**src/verilog/vdh_pkg.sv**
```systemverilog
// Constants and types for the video decoder register-access bus master.
// Assumes a 200 MHz system clock and open-drain SCL/SDA resolved outside.
package vdh_pkg;

  // ==========================================================
  // Timing
  localparam int CLK_NS = 5;
  localparam int BIT_NS = 2500;
  localparam int QTR_NS = BIT_NS / 4;
  localparam int QTR_CYC = (QTR_NS + CLK_NS - 1) / CLK_NS;
  localparam int US_NS = 1000;
  localparam int WAIT_US = 64;
  localparam int CNT_W = 24;

  // ==========================================================
  // Slave address and subaddress ranges
  localparam logic [6:0] ADDR_BASE = 7'h5C;
  localparam int ADDR_SEL_POS = 0;
  localparam logic DIR_WRITE = 1'h0;
  localparam logic DIR_READ = 1'h1;
  localparam logic [7:0] NOWAIT_FIRST = 8'h90;

  // ==========================================================
  // Types
  typedef enum logic {
    OP_WRITE = 1'b0,
    OP_READ = 1'b1
  } vdh_op_t;

  typedef struct packed {
    vdh_op_t op;
    logic strap;
    logic reinit;
    logic [7:0] subaddr;
    logic [3:0] len_m1;
  } vdh_cmd_t;

  typedef struct packed {
    logic scl_o;
    logic scl_oe;
    logic sda_o;
    logic sda_oe;
  } vdh_pins_t;

endpackage // vdh_pkg

```
**src/verilog/vdh_host.sv**
```systemverilog
// Bus master that writes and reads the video decoder's control registers.
// Assumes SCL/SDA pull-ups outside; pin inputs are asynchronous to clock.
//
// How it works
// Write starts: start, address, direction zero
// Subaddress then data bytes, MSB first
// Device stores bytes at successive registers
// Device acknowledges every received byte
// Write ends with stop after last ack
// Read phase one: subaddress, then stop
// Read phase two: start, address, direction one
// Master acks each read byte but last
// Not-acknowledge last byte, then stop
// Read address follows strap level
// Wait while device holds SCL low
// Wait 64 us before stop, low registers
// No wait for subaddresses 90h and up
// Longer wait for reinitialising registers
// Write address follows strap level
// Device latches strap at power-up
// Read continues from last written subaddress
// Device ignores foreign addresses, idles on stop
module vdh_host #(
  parameter int WAIT_NS = vdh_pkg::WAIT_US * vdh_pkg::US_NS,
  parameter int REINIT_WAIT_NS = 500000
) (
  // Clock and reset
  input wire logic clock,
  input wire logic rst,
  // Command
  input wire logic cmd_valid,
  input wire vdh_pkg::vdh_cmd_t cmd,
  output logic cmd_ready,
  // Write data
  input wire logic [7:0] wdata,
  output logic wdata_take,
  // Read data and status
  output logic [7:0] rd_data,
  output logic rd_valid,
  output logic done,
  output logic nack_err,
  // Bus pins
  input wire logic scl_i,
  input wire logic sda_i,
  output vdh_pkg::vdh_pins_t pins
);

  localparam int WAIT_CYC = (WAIT_NS + vdh_pkg::CLK_NS - 1) / vdh_pkg::CLK_NS;
  localparam int LONG_CYC =
    (REINIT_WAIT_NS + vdh_pkg::CLK_NS - 1) / vdh_pkg::CLK_NS;
  localparam logic [vdh_pkg::CNT_W-1:0] QTR_LD =
    vdh_pkg::CNT_W'(vdh_pkg::QTR_CYC - 1);
  localparam logic [vdh_pkg::CNT_W-1:0] WAIT_LD =
    vdh_pkg::CNT_W'(WAIT_CYC - 1);
  localparam logic [vdh_pkg::CNT_W-1:0] LONG_LD =
    vdh_pkg::CNT_W'(LONG_CYC - 1);

  typedef enum logic [2:0] {
    ST_IDLE = 3'b000,
    ST_START = 3'b001,
    ST_SEND = 3'b010,
    ST_RECV = 3'b011,
    ST_HOLD = 3'b100,
    ST_STOP = 3'b101
  } vdh_state_t;

  typedef enum logic [1:0] {
    SQ_AW = 2'b00,
    SQ_SUB = 2'b01,
    SQ_WD = 2'b10,
    SQ_AR = 2'b11
  } vdh_seq_t;

  // ==========================================================
  // Pin synchronisers
  logic scl_s1, scl_s2, sda_s1, sda_s2;

  always_ff @(posedge clock) begin
    if (rst) begin
      scl_s1 <= 1'b1;
      scl_s2 <= 1'b1;
      sda_s1 <= 1'b1;
      sda_s2 <= 1'b1;
    end else begin
      scl_s1 <= scl_i;
      scl_s2 <= scl_s1;
      sda_s1 <= sda_i;
      sda_s2 <= sda_s1;
    end
  end

  // ==========================================================
  // Sequencer
  vdh_state_t state_reg, state_next;
  vdh_seq_t seq_reg, seq_next;
  vdh_pkg::vdh_cmd_t cmd_reg, cmd_next;
  vdh_pkg::vdh_pins_t pins_reg, pins_next;
  logic [vdh_pkg::CNT_W-1:0] cnt_reg, cnt_next;
  logic [1:0] ph_reg, ph_next;
  logic [3:0] bit_reg, bit_next;
  logic [3:0] left_reg, left_next;
  logic [7:0] shreg_reg, shreg_next;
  logic [7:0] rd_data_reg, rd_data_next;
  logic ack_reg, ack_next;
  logic rph2_reg, rph2_next;
  logic ready_reg, ready_next;
  logic wtake_reg, wtake_next;
  logic rdv_reg, rdv_next;
  logic done_reg, done_next;
  logic err_reg, err_next;
  logic tick, stalled, byte_end;
  logic [6:0] addr7;

  assign addr7 = vdh_pkg::ADDR_BASE |
    7'(cmd_reg.strap << vdh_pkg::ADDR_SEL_POS);
  // Clock stretch: high quarters do not count while SCL is held low
  assign stalled = (state_reg == ST_SEND || state_reg == ST_RECV ||
    state_reg == ST_STOP) && ph_reg[1] && !scl_s2;
  assign tick = (cnt_reg == '0) && !stalled;
  assign byte_end = tick && ph_reg == 2'h3 && bit_reg == 4'h8 &&
    (state_reg == ST_SEND || state_reg == ST_RECV);

  always_comb begin
    state_next = state_reg;
    seq_next = seq_reg;
    cmd_next = cmd_reg;
    pins_next = pins_reg;
    cnt_next = cnt_reg;
    ph_next = ph_reg;
    bit_next = bit_reg;
    left_next = left_reg;
    shreg_next = shreg_reg;
    rd_data_next = rd_data_reg;
    ack_next = ack_reg;
    rph2_next = rph2_reg;
    err_next = err_reg;
    wtake_next = 1'b0;
    rdv_next = 1'b0;
    done_next = 1'b0;
    if (state_reg != ST_IDLE && !stalled && cnt_reg != '0) begin
      cnt_next = cnt_reg - 1'b1;
    end
    if (state_reg != ST_IDLE && tick) begin
      cnt_next = QTR_LD;
      ph_next = ph_reg + 2'h1;
    end
    case (state_reg)
      ST_IDLE: begin
        if (cmd_valid && ready_reg) begin
          cmd_next = cmd;
          left_next = cmd.len_m1;
          err_next = 1'b0;
          rph2_next = 1'b0;
          seq_next = SQ_AW;
          cnt_next = QTR_LD;
          ph_next = 2'h0;
          state_next = ST_START;
        end
      end
      ST_START: begin
        if (tick) begin
          case (ph_reg)
            2'h0: pins_next.sda_oe = 1'b1;
            2'h1: begin
              pins_next.scl_oe = 1'b1;
              ph_next = 2'h0;
              bit_next = 4'h0;
              state_next = ST_SEND;
              shreg_next = {addr7, (seq_reg == SQ_AR) ?
                vdh_pkg::DIR_READ : vdh_pkg::DIR_WRITE};
            end
            default: ph_next = 2'h0;
          endcase
        end
      end
      ST_SEND, ST_RECV: begin
        if (tick) begin
          case (ph_reg)
            2'h0: begin
              if (bit_reg == 4'h8) begin
                pins_next.sda_oe = (state_reg == ST_RECV) &&
                  (left_reg != 4'h0);
              end else begin
                pins_next.sda_oe = (state_reg == ST_SEND) &&
                  !shreg_reg[3'(7 - bit_reg)];
              end
            end
            2'h1: pins_next.scl_oe = 1'b0;
            2'h2: begin
              if (bit_reg == 4'h8) begin
                ack_next = !sda_s2;
              end else if (state_reg == ST_RECV) begin
                shreg_next = {shreg_reg[6:0], sda_s2};
              end
            end
            default: begin
              pins_next.scl_oe = 1'b1;
              bit_next = bit_reg + 4'h1;
            end
          endcase
        end
        if (byte_end) begin
          bit_next = 4'h0;
          if (state_reg == ST_RECV) begin
            rd_data_next = shreg_reg;
            rdv_next = 1'b1;
            if (left_reg != 4'h0) begin
              left_next = left_reg - 4'h1;
            end else begin
              state_next = ST_STOP;
            end
          end else if (!ack_reg) begin
            err_next = 1'b1;
            state_next = ST_STOP;
          end else begin
            case (seq_reg)
              SQ_AW: begin
                shreg_next = cmd_reg.subaddr;
                seq_next = SQ_SUB;
              end
              SQ_SUB: begin
                if (cmd_reg.op == vdh_pkg::OP_READ) begin
                  rph2_next = 1'b1;
                  state_next = ST_STOP;
                end else begin
                  shreg_next = wdata;
                  wtake_next = 1'b1;
                  seq_next = SQ_WD;
                end
              end
              SQ_WD: begin
                if (left_reg != 4'h0) begin
                  left_next = left_reg - 4'h1;
                  shreg_next = wdata;
                  wtake_next = 1'b1;
                end else if (cmd_reg.subaddr < vdh_pkg::NOWAIT_FIRST) begin
                  state_next = ST_HOLD;
                  cnt_next = cmd_reg.reinit ? LONG_LD : WAIT_LD;
                end else begin
                  state_next = ST_STOP;
                end
              end
              default: begin
                state_next = ST_RECV;
                pins_next.sda_oe = 1'b0;
              end
            endcase
          end
        end
      end
      ST_HOLD: begin
        ph_next = 2'h0;
        if (cnt_reg == '0) begin
          cnt_next = QTR_LD;
          state_next = ST_STOP;
        end
      end
      ST_STOP: begin
        if (tick) begin
          case (ph_reg)
            2'h0: pins_next.sda_oe = 1'b1;
            2'h1: pins_next.scl_oe = 1'b0;
            2'h2: pins_next.sda_oe = 1'b0;
            default: begin
              ph_next = 2'h0;
              if (rph2_reg && !err_reg) begin
                rph2_next = 1'b0;
                seq_next = SQ_AR;
                state_next = ST_START;
              end else begin
                done_next = 1'b1;
                state_next = ST_IDLE;
              end
            end
          endcase
        end
      end
      default: state_next = ST_IDLE;
    endcase
    ready_next = (state_next == ST_IDLE);
  end

  always_ff @(posedge clock) begin
    if (rst) begin
      state_reg <= ST_IDLE;
      seq_reg <= SQ_AW;
      cmd_reg <= '0;
      pins_reg <= '0;
      cnt_reg <= '0;
      ph_reg <= 2'h0;
      bit_reg <= 4'h0;
      left_reg <= 4'h0;
      shreg_reg <= 8'h00;
      rd_data_reg <= 8'h00;
      ack_reg <= 1'b0;
      rph2_reg <= 1'b0;
      ready_reg <= 1'b0;
      wtake_reg <= 1'b0;
      rdv_reg <= 1'b0;
      done_reg <= 1'b0;
      err_reg <= 1'b0;
    end else begin
      state_reg <= state_next;
      seq_reg <= seq_next;
      cmd_reg <= cmd_next;
      pins_reg <= pins_next;
      cnt_reg <= cnt_next;
      ph_reg <= ph_next;
      bit_reg <= bit_next;
      left_reg <= left_next;
      shreg_reg <= shreg_next;
      rd_data_reg <= rd_data_next;
      ack_reg <= ack_next;
      rph2_reg <= rph2_next;
      ready_reg <= ready_next;
      wtake_reg <= wtake_next;
      rdv_reg <= rdv_next;
      done_reg <= done_next;
      err_reg <= err_next;
    end
  end

  assign pins = pins_reg;
  assign cmd_ready = ready_reg;
  assign wdata_take = wtake_reg;
  assign rd_data = rd_data_reg;
  assign rd_valid = rdv_reg;
  assign done = done_reg;
  assign nack_err = err_reg;
endmodule // vdh_host

```
**config.mk**
```make
export PLATFORM = sky130hd
export DESIGN_NAME = vdh_host
export DESIGN_NICKNAME = d
export VERILOG_FILES = /design/src/verilog/vdh_pkg.sv /design/src/verilog/vdh_host.sv
export SDC_FILE = /design/constraint.sdc
export NUM_CORES = 1
export LEC_CHECK = 0
export BUFFER_PORTS_ARGS = -buffer_cell sky130_fd_sc_hd__buf_4
export CAP_MARGIN = 20
export CORE_MARGIN = 2
export CORE_UTILIZATION = 65
export CTS_BUF_LIST = sky130_fd_sc_hd__clkbuf_8
export CTS_CLUSTER_SIZE = 25
export DETAILED_ROUTE_END_ITERATION = 8
export HOLD_SLACK_MARGIN = 0.02
export PLACE_DENSITY_LB_ADDON = 0.2
export SLEW_MARGIN = 0
export SYNTH_ARGS = -nofsm -noshare
export SYNTH_HDL_FRONTEND = slang
export SYNTH_SLANG_ARGS = --single-unit
```
**constraint.sdc**
```tcl
create_clock -name clock -period 5.7 [get_ports clock]
set_input_delay 1.14 -clock clock [delete_from_list [all_inputs] [get_ports clock]]
set_output_delay 1.14 -clock clock [all_outputs]
set_load 0.03 [all_outputs]
```
Word level (Yosys, flattened, before mapping)

Index checks and enable logic that the tools add are counted.

Register bits: 79
Bits in latches: 0
Bits in writable memories: 0
Bits in read-only memories: 0
Input bits: 28
Output and inout port bits: 17
Word-level logic and storage cells: 234
Memories: 0

Add/subtract/negate cells: 5
Multiply operators: 0
Div/mod/pow operators: 0
Magnitude comparators: 2
Eq/ne operators: 35
Shift operators: 0
Muxes and demuxes: 112
Bitwise logic cells: 5
Reductions and logical operators: 50

Operator list:

| cell                                                                 | number |
|---|---|
| 24-bit 2-to-1 mux                                                    | 10 |
| 8-bit 2-to-1 mux                                                     | 11 |
| 24-bit case mux with 3 select lines                                  | 1 |
| 4-bit 2-to-1 mux                                                     | 11 |
| 3-bit 2-to-1 mux                                                     | 12 |
| 1-bit 2-to-1 mux                                                     | 35 |
| 2-bit 2-to-1 mux                                                     | 14 |
| 2-bit != test, second input constant                                 | 13 |
| 24-bit zero test                                                     | 1 |
| 8-bit case mux with 3 select lines                                   | 1 |
| 24-bit nonzero test                                                  | 1 |
| 24-bit by 1-bit subtractor with 24-bit output, second input constant | 1 |
| 10-bit AND reduction                                                 | 2 |
| 5-bit AND reduction                                                  | 4 |
| 17-bit 2-to-1 mux                                                    | 1 |
| 4-bit case mux with 2 select lines                                   | 2 |
| 8-bit case mux with 2 select lines                                   | 1 |
| 3-bit != test, second input constant                                 | 5 |
| 3-bit case mux with 5 select lines                                   | 1 |
| 1-bit logical AND                                                    | 13 |
| 1-bit case mux with 3 select lines                                   | 3 |
| 3-bit case mux with 3 select lines                                   | 1 |
| 3-bit nonzero test                                                   | 3 |
| 3-bit OR reduction                                                   | 3 |
| 33 further kinds                                                     | 59 |

Longest topological paths before layout

Gate-level depths: netlist of run 1.

Word-level depth: 17
Mapped depth: 11

Least setup slack after synthesis of run 1

Ideal clock, no wire load.

Path kind: reg-to-reg
Start point: reg cnt_reg[0] (netlist bit)
End point: reg ready_reg (netlist: cmd_ready)
Setup time: 0.112 ns
Arrival: 2.631 ns
Setup slack: 2.957 ns
Cell stages (with the launch flop): 10
Path buffers: 1
Period minus slack after synthesis: 2.743 ns
Path through: dfxtp_1 inv_1 ha_1 or4b_4 or3_4 or4_1 buf_2 o221ai_1 nand4_1 a2111oi_1

Cells in the longest elaborated chain, start to end: 8
Elaborated cells between the ends (all ways): 11

Ends and longest elaborated chain:

| element                              | line                             | source |
|---|---|---|
| start, declared                      | vdh_host.sv:98                   | `logic [vdh_pkg::CNT_W-1:0] cnt_reg, cnt_next;` |
| start signal, assigned               | vdh_host.sv:307                  | `cnt_reg <= cnt_next;` |
| 24-bit zero test *                   | vdh_host.sv:119, vdh_host.sv:253 |  |
| 1-bit logical AND                    | vdh_host.sv:119                  | `assign tick = (cnt_reg == '0) && !stalled;` |
| 1-bit logical AND (3 in series)      | vdh_host.sv:120                  | `assign byte_end = tick && ph_reg == 2'h3 && bit_reg == 4'h8 &&` |
| 3-bit 2-to-1 mux                     | vdh_host.sv:202                  | `if (byte_end) begin` |
| 3-bit case mux with 5 select lines * | vdh_host.sv:147                  | `case (state_reg)` |
| 3-bit zero test *                    | vdh_host.sv:280                  | `ready_next = (state_next == ST_IDLE);` |
| end signal, assigned                 | vdh_host.sv:315                  | `ready_reg <= ready_next;` |
| end, declared                        | vdh_host.sv:106                  | `logic ready_reg, ready_next;` |

Mark *: on every way between the ends. The rest lies on a longest branch, timed or not.
A chain may end at the register's enable or synchronous reset.

Worst setup path after layout of run 1

Start point: reg state_reg[2]
End point: reg ready_reg (netlist: cmd_ready)

Cells in the longest elaborated chain, start to end: 13
Elaborated cells between the ends (all ways): 31

Ends and longest elaborated chain:

| element                                                           | line                                              | source |
|---|---|---|
| start, declared                                                   | vdh_host.sv:94                                    | `vdh_state_t state_reg, state_next;` |
| start signal, assigned                                            | vdh_host.sv:303                                   | `state_reg <= state_next;` |
| 3-bit by 2-bit equality test with 1-bit output (on tied branches) | vdh_host.sv:117, vdh_host.sv:121, vdh_host.sv:147 |  |
| 1-bit logical OR                                                  | vdh_host.sv:117, vdh_host.sv:121                  |  |
| 1-bit logical OR                                                  | vdh_host.sv:117                                   | `assign stalled = (state_reg == ST_SEND \|\| state_reg == ST_RECV \|\|` |
| 1-bit logical AND (2 in series)                                   | vdh_host.sv:118                                   | `state_reg == ST_STOP) && ph_reg[1] && !scl_s2;` |
| 1-bit zero test                                                   | vdh_host.sv:119                                   |  |
| 1-bit logical AND                                                 | vdh_host.sv:119                                   |  |
| 1-bit logical AND (3 in series)                                   | vdh_host.sv:120                                   |  |
| 3-bit 2-to-1 mux                                                  | vdh_host.sv:202                                   |  |
| 3-bit case mux with 5 select lines *                              | vdh_host.sv:147                                   |  |
| 3-bit zero test *                                                 | vdh_host.sv:280                                   |  |

Marks and branches as above.

==> out/results.ini, run 1 <==
[floorplan]
die_h_um=86.3
die_width_um=86.3
ioPinCount=45
dieArea_um2=7450
std_cell_rows=29
initial_core_util_pct=68.2
core_um2=6460

[cells_and_area]
nets=590
drive_above_1_share_pct=15.7
fin_util_pct=76.2
largest_reg_flops=24
area_delta_synth_final_pct=11.8
diodes=0

[logic_synthesis]
syn_inst=522
syn_area_um2=4400
synth.most_common_cell=dfxtp_1
ys_warn_count=0
synthDistinctLibCells=74
seq_area_frac_synth_pct=35.9
synthFlopType=dfxtp_1
avgSynthCellArea_um2=8.43
synthArstFlopShare_pct=0
yosysTopAreaCell=dfxtp_1
synthTopCellsByCount=79 x dfxtp_1, 56 x nand2_1, 43 x nor2_1
synth_area_leaders=dfxtp_1 36%, nand2_1 4.8%, mux2i_1 4.5%
synth_edf_count=0
ys_ff_latch=79
yosys.area.top_type_share_pct=35.9

[hold_path]
min_path_type=reg -> reg
min_path_cells=1
holdPathEnd=sda_s2
holdCritStartpoint=sda_s1

[routing]
drt_pass1_iterations=6
wl_per_cell_um=18.1
drc_errors=0
routed_via_density=6.60
drtIter0Drc=476
ant_nets=0
routed_wl_mm=11.4
routed-via-count=4163

[worst_setup_path]
crit_path_end_kind=register
critPathKind=reg -> reg
rrSetupSlack_ns=2.43
ff2ff_path_depth=6
cp_max_fo=21
rr_startpoint=state_reg[2]
crit_required_ns=5.93
arrival_ns=3.50
critPathLaunchType=register
r2r_end=cmd_ready

[clocking]
cts_made_buffers=9
clock_sinks=79
cts_tree=built
clock_latency_ns=0.35
cts.htree.levels=3
hold_buffers=0
clock-root-buffer=clkbuf_8
clkTransAtPathRegs_ns=0.08
ctsResizeCount=0
post-cts-setup-buffers=0
clock_path_buffers=2

[sta]
hold_viol=0
slew_headroom_pct=33.7
fin_setup_tns_ns=0
timing.final.crit_share_pct=57.4
slew_violations=0
fin_skew_ns=0.00820
rsz0062_at_grt=no
setup_viol=0
fmax_ghz=0.306
worst_slew_pin_slew_ns=0.986
fin_crit_ns=3.27

[power]
internal-power_mw=0.909
swShare_pct=30.2
max-vdd-ir-drop_mv=0.144
total_leakage_power_nw=1.84
power_switching_mw=0.393
comb_power_share_pct=19.7
power_density_nw_per_um2=265
p_clk_share_pct=34.3
seqPwrFrac_pct=46.0

[grt]
grt_pass1_wl_mm=19.1
grtUsageTotal_pct=32.1
grt_remaining_overflow=0
antenna_found_initial=0
grt_pass1_vias=4023
grt_max_degree=70

[place]
gp_congestion=1.01
placement.io_buffers=42
hpwl_mm=8.25

[status]
status=finished, final reports clean

[job]
drv_cap=0

==> cell families after synthesis <==
family          count (synthesis)  synth area share [%]
buf+inv                        45                  4.26
other cells                     1                0.0852
simple gates                  206                  25.0
fa+ha+maj                      13                  3.69
mux                            23                  5.83
xor+xnor                       21                  4.18
compound gates                134                  21.1
flops                          79                  35.9
==> metal layers <==
metal,share of wire (%),global-route usage (%),routed length [um],up-vias
met5,0,0,0,-
met3,7.9,6.48,895,52
met2,47,51.6,5390,227
li1,-,-,-,1973
met1,40,40.6,4620,1911
met4,4.3,17.6,495,0
==> per-stage QoR <==
| stage | hold slack [ns] | instance area (um^2) | setup slack (ns) | power (mW) | std cells |
|---|---|---|---|---|---|
| floorplan | 0.389 | 4410 | 2.96 | 0.793 | 523 |
| global placement | 0.392 | 4710 | 2.51 | 0.851 | 615 |
| detailed placement | 0.402 | 4710 | 2.51 | 0.857 | 615 |
| CTS | 0.421 | 4920 | 2.46 | 1.30 | 631 |
| global route | 0.436 | 4920 | 2.25 | 1.36 | 631 |
| finish | 0.415 | 4920 | 2.43 | 1.30 | 631 |
==> layout by cell type (no fill, tap or decap), types with 9 or more instances in the layout <==
cell type / count
xnor2_1: 9
mux2i_1: 20
dfxtp_1: 79
o21ai_0: 24
a21oi_1: 36
nand2_1: 56
ha_1: 13
buf_4: 45
or3_1: 9
inv_1: 16
nand3_1: 10
xor2_1: 12
nor2_1: 43
nor3_1: 20
a22oi_1: 10
clkbuf_8: 9
==> worst max-delay path, cell delays in order (launching register included) <==
cell       delay [ns]
dfxtp_1          0.65
nand2b_1         0.76
a21oi_1          0.22
or4_1            0.70
o221ai_1         0.24
nand4_1          0.17
a2111oi_1        0.41
==> final cells by class <==
cell class,instances,area (um^2)
clock buffer,9,124
clock inverter,7,88.8
fill,488,1540
inverter,15,56.3
multi-input combinational,399,2640
sequential,79,1580
tap,77,96.3
timing repair buffer,45,338
==> how the worst max path moves through the flow <==
stage                 startpoint   endpoint  slack (ns)  cells past startpoint
floorplan             cnt_reg[0]  cmd_ready        2.96                      9
global placement    state_reg[2]  cmd_ready        2.51                      6
detailed placement  state_reg[2]  cmd_ready        2.51                      6
CTS                 state_reg[2]  cmd_ready        2.46                      6
global route        state_reg[2]  cmd_ready        2.25                      6
finish              state_reg[2]  cmd_ready        2.43                      6
==> power by group through the flow <==
| stage | Clock, mW | Combinational [mW] | Sequential, mW |
|---|---|---|---|
| global route | 0.478 | 0.279 | 0.602 |
| detailed placement | 0 | 0.247 | 0.610 |
| CTS | 0.453 | 0.249 | 0.598 |
| global placement | 0 | 0.242 | 0.609 |
| floorplan | 0 | 0.186 | 0.607 |
| finish | 0.447 | 0.256 | 0.599 |
Power figures use the tool's default switching activity.
==> run 2: changes to the inputs <==
--- a/config.mk
+++ b/config.mk
@@ -8,7 +8,7 @@
 export BUFFER_PORTS_ARGS = -buffer_cell sky130_fd_sc_hd__buf_4
 export CAP_MARGIN = 20
 export CORE_MARGIN = 2
-export CORE_UTILIZATION = 65
+export CORE_UTILIZATION = 61
 export CTS_BUF_LIST = sky130_fd_sc_hd__clkbuf_8
 export CTS_CLUSTER_SIZE = 25
 export DETAILED_ROUTE_END_ITERATION = 8
==> constraint.sdc (replaced) <==
create_clock -name clock -period 3.27 [get_ports clock]
set_input_delay 0.654 -clock clock [delete_from_list [all_inputs] [get_ports clock]]
set_output_delay 0.654 -clock clock [all_outputs]
set_load 0.03 [all_outputs]
==> run 2 against run 1 <==
Compared with the run above:
- final cell count grew 4.9%
- via count grew 0.94%
- highest routed layer unchanged
- core utilization shrank 3.4 points
- total power grew 75%
- die area grew 6.2%
- largest power group unchanged
- hold slack gained 0.0078 ns
- fmax grew 7.1%
==> out/results.ini, run 2 (synthesis results as in run 1) <==
[status]
status=finished, final reports clean  ; unchanged

[grt]
grt_max_degree=50  ; was 70
grt_remaining_overflow=0  ; unchanged
grt_pass1_wl_mm=19.7  ; was 19.1 mm
antenna_found_initial=0  ; unchanged
grtUsageTotal_pct=32.1  ; about the same
grt_pass1_vias=4061  ; was 4,023

[sta]
slew_violations=0  ; unchanged
timing.final.crit_share_pct=93.4  ; was 57.4%
rsz0062_at_grt=no  ; unchanged
hold_ws_ns=0.423  ; was 0.415 ns
setup_viol=0  ; unchanged
fin_crit_ns=3.05  ; was 3.27 ns
fmax_ghz=0.327  ; was 0.306 GHz
hold_viol=0  ; unchanged
slew_headroom_pct=48.2  ; was 33.7%
fin_setup_tns_ns=0  ; unchanged
fin_skew_ns=0.0114  ; was 0.00820 ns
worst_slew_pin_slew_ns=0.772  ; was 0.986 ns

[clocking]
cts_tree=built  ; unchanged
post-cts-setup-buffers=0  ; unchanged
clkTransAtPathRegs_ns=0.08  ; about the same
clock_path_buffers=2  ; unchanged
hold_buffers=0  ; unchanged
ctsResizeCount=0  ; unchanged
cts.htree.levels=3  ; unchanged
clock_sinks=79  ; unchanged
cts_made_buffers=9  ; unchanged
clock_latency_ns=0.36  ; was 0.35 ns
clock-root-buffer=clkbuf_8  ; unchanged

[routing]
wl_per_cell_um=17.7  ; was 18.1 um
ant_nets=0  ; unchanged
routed_wl_mm=11.7  ; was 11.4 mm
drt_pass1_iterations=5  ; was 6
routed-via-count=4202  ; was 4,163
routed_via_density=6.35  ; was 6.60
drtIter0Drc=395  ; was 476
drc_errors=0  ; unchanged

[cells_and_area]
diodes=0  ; unchanged
area_delta_synth_final_pct=14.2  ; was 11.8%
finalNonFillerCells=662  ; was 631
largest_reg_flops=24  ; unchanged
mostFrequentLayoutCells=79 x dfxtp_1, 57 x buf_4, 56 x nand2_1, 43 x nor2_1, 36 x a21oi_1  ; was 79 x dfxtp_1, 56 x nand2_1, 45 x buf_4, 43 x nor2_1, 36 x a21oi_1
drive_above_1_share_pct=17.7  ; was 15.7%
final_common_cell=dfxtp_1  ; unchanged
nets=602  ; was 590

[power]
max-vdd-ir-drop_mv=0.340  ; was 0.144 mV
power_density_nw_per_um2=453  ; was 265 nW/um^2
finalPower_mw=2.28  ; was 1.30 mW
total_leakage_power_nw=1.89  ; was 1.84 nW

[place]
gp_congestion=0.943  ; was 1.01
hpwl_mm=8.49  ; was 8.25 mm
placement.io_buffers=42  ; unchanged
dp.cells=646  ; was 615

[hold_path]
min_path_cells=1  ; unchanged
min_path_type=reg -> reg  ; unchanged
holdPathEnd=sda_s2  ; unchanged
holdCritStartpoint=sda_s1  ; unchanged

[floorplan]
ioPinCount=45  ; unchanged
core_um2=6910  ; was 6460 um^2
die_h_um=89.0  ; was 86.3 um
initial_core_util_pct=63.8  ; was 68.2%
dieArea_um2=7910  ; was 7450 um^2
die_width_um=89.0  ; was 86.3 um
std_cell_rows=30  ; was 29

[worst_setup_path]
critPathKind=reg -> reg  ; unchanged
cp_max_fo=11  ; was 21
arrival_ns=3.30  ; was 3.50 ns
ff2ff_path_depth=8  ; was 6
rrSetupSlack_ns=0.22  ; was 2.43 ns
critPathLaunchType=register  ; unchanged
rr_startpoint=cnt_reg[0]  ; was state_reg[2]
crit_required_ns=3.51  ; was 5.93 ns
crit_path_end_kind=register  ; unchanged
r2r_end=shreg_reg[4]  ; was cmd_ready

[job]
drv_cap=0  ; unchanged

[run 2: changes by cell type in the layout (fill, tap and decap cells not counted), sizes merged]
cell      delta
buf         +12
inv          +2
bufinv       -1
clkinvlp     -1
[run 2: area by class of cell]
class / count / area, um^2
Inverter: 15 / 56.3
Sequential cell: 79 / 1580
Tap cell: 96 / 120
Fill cell: 570 / 1880
Clock buffer: 9 / 124
Multi-Input combinational cell: 399 / 2640
Clock inverter: 7 / 80.1
Timing Repair Buffer: 57 / 428
[run 2: per-stage QoR]
stage                     worst slack [ns]  cell area (um^2)  util (%)
final                                0.215              5030      72.8
after global placement               0.378              4820      69.8
after global routing                0.0321              5030      72.8
after floorplan                      0.527              4410         -
after CTS                            0.237              5030      72.8
after detailed placement             0.325              4820      69.8
[run 2: worst max-delay path by stage]
stage,startpoint,slack (ns),to
6_report,cnt_reg[0],0.22,shreg_reg[4]
5_1_grt,cnt_reg[0],0.03,cmd_ready
4_1_cts,cnt_reg[0],0.24,shreg_reg[4]
3_5_place_dp,cnt_reg[0],0.32,shreg_reg[4]
3_3_place_gp,cnt_reg[0],0.38,shreg_reg[5]
2_1_floorplan,cnt_reg[0],0.53,cmd_ready
[run 2: per-layer routing]
metal	global-route usage, %	wire (um)
met3	8.13	791
met4	12.8	302
met2	53.3	5820
met1	40.1	4830
met5	0	0
[run 2: where the power goes]
part,internal (mW),switching [mW],total (mW)
logic,0.181,0.298,0.479
clock network,0.363,0.395,0.758
registers,1.00,0.0405,1.04
[run 2: worst max-delay path, stage by stage, from the launching register on]
cell	delay, ns
dfxtp_1	0.36
inv_1	0.07
ha_1	0.17
or4b_4	0.51
or3_4	0.47
or4_1	0.61
nor2_1	0.42
o221a_2	0.29
nor3_2	0.04
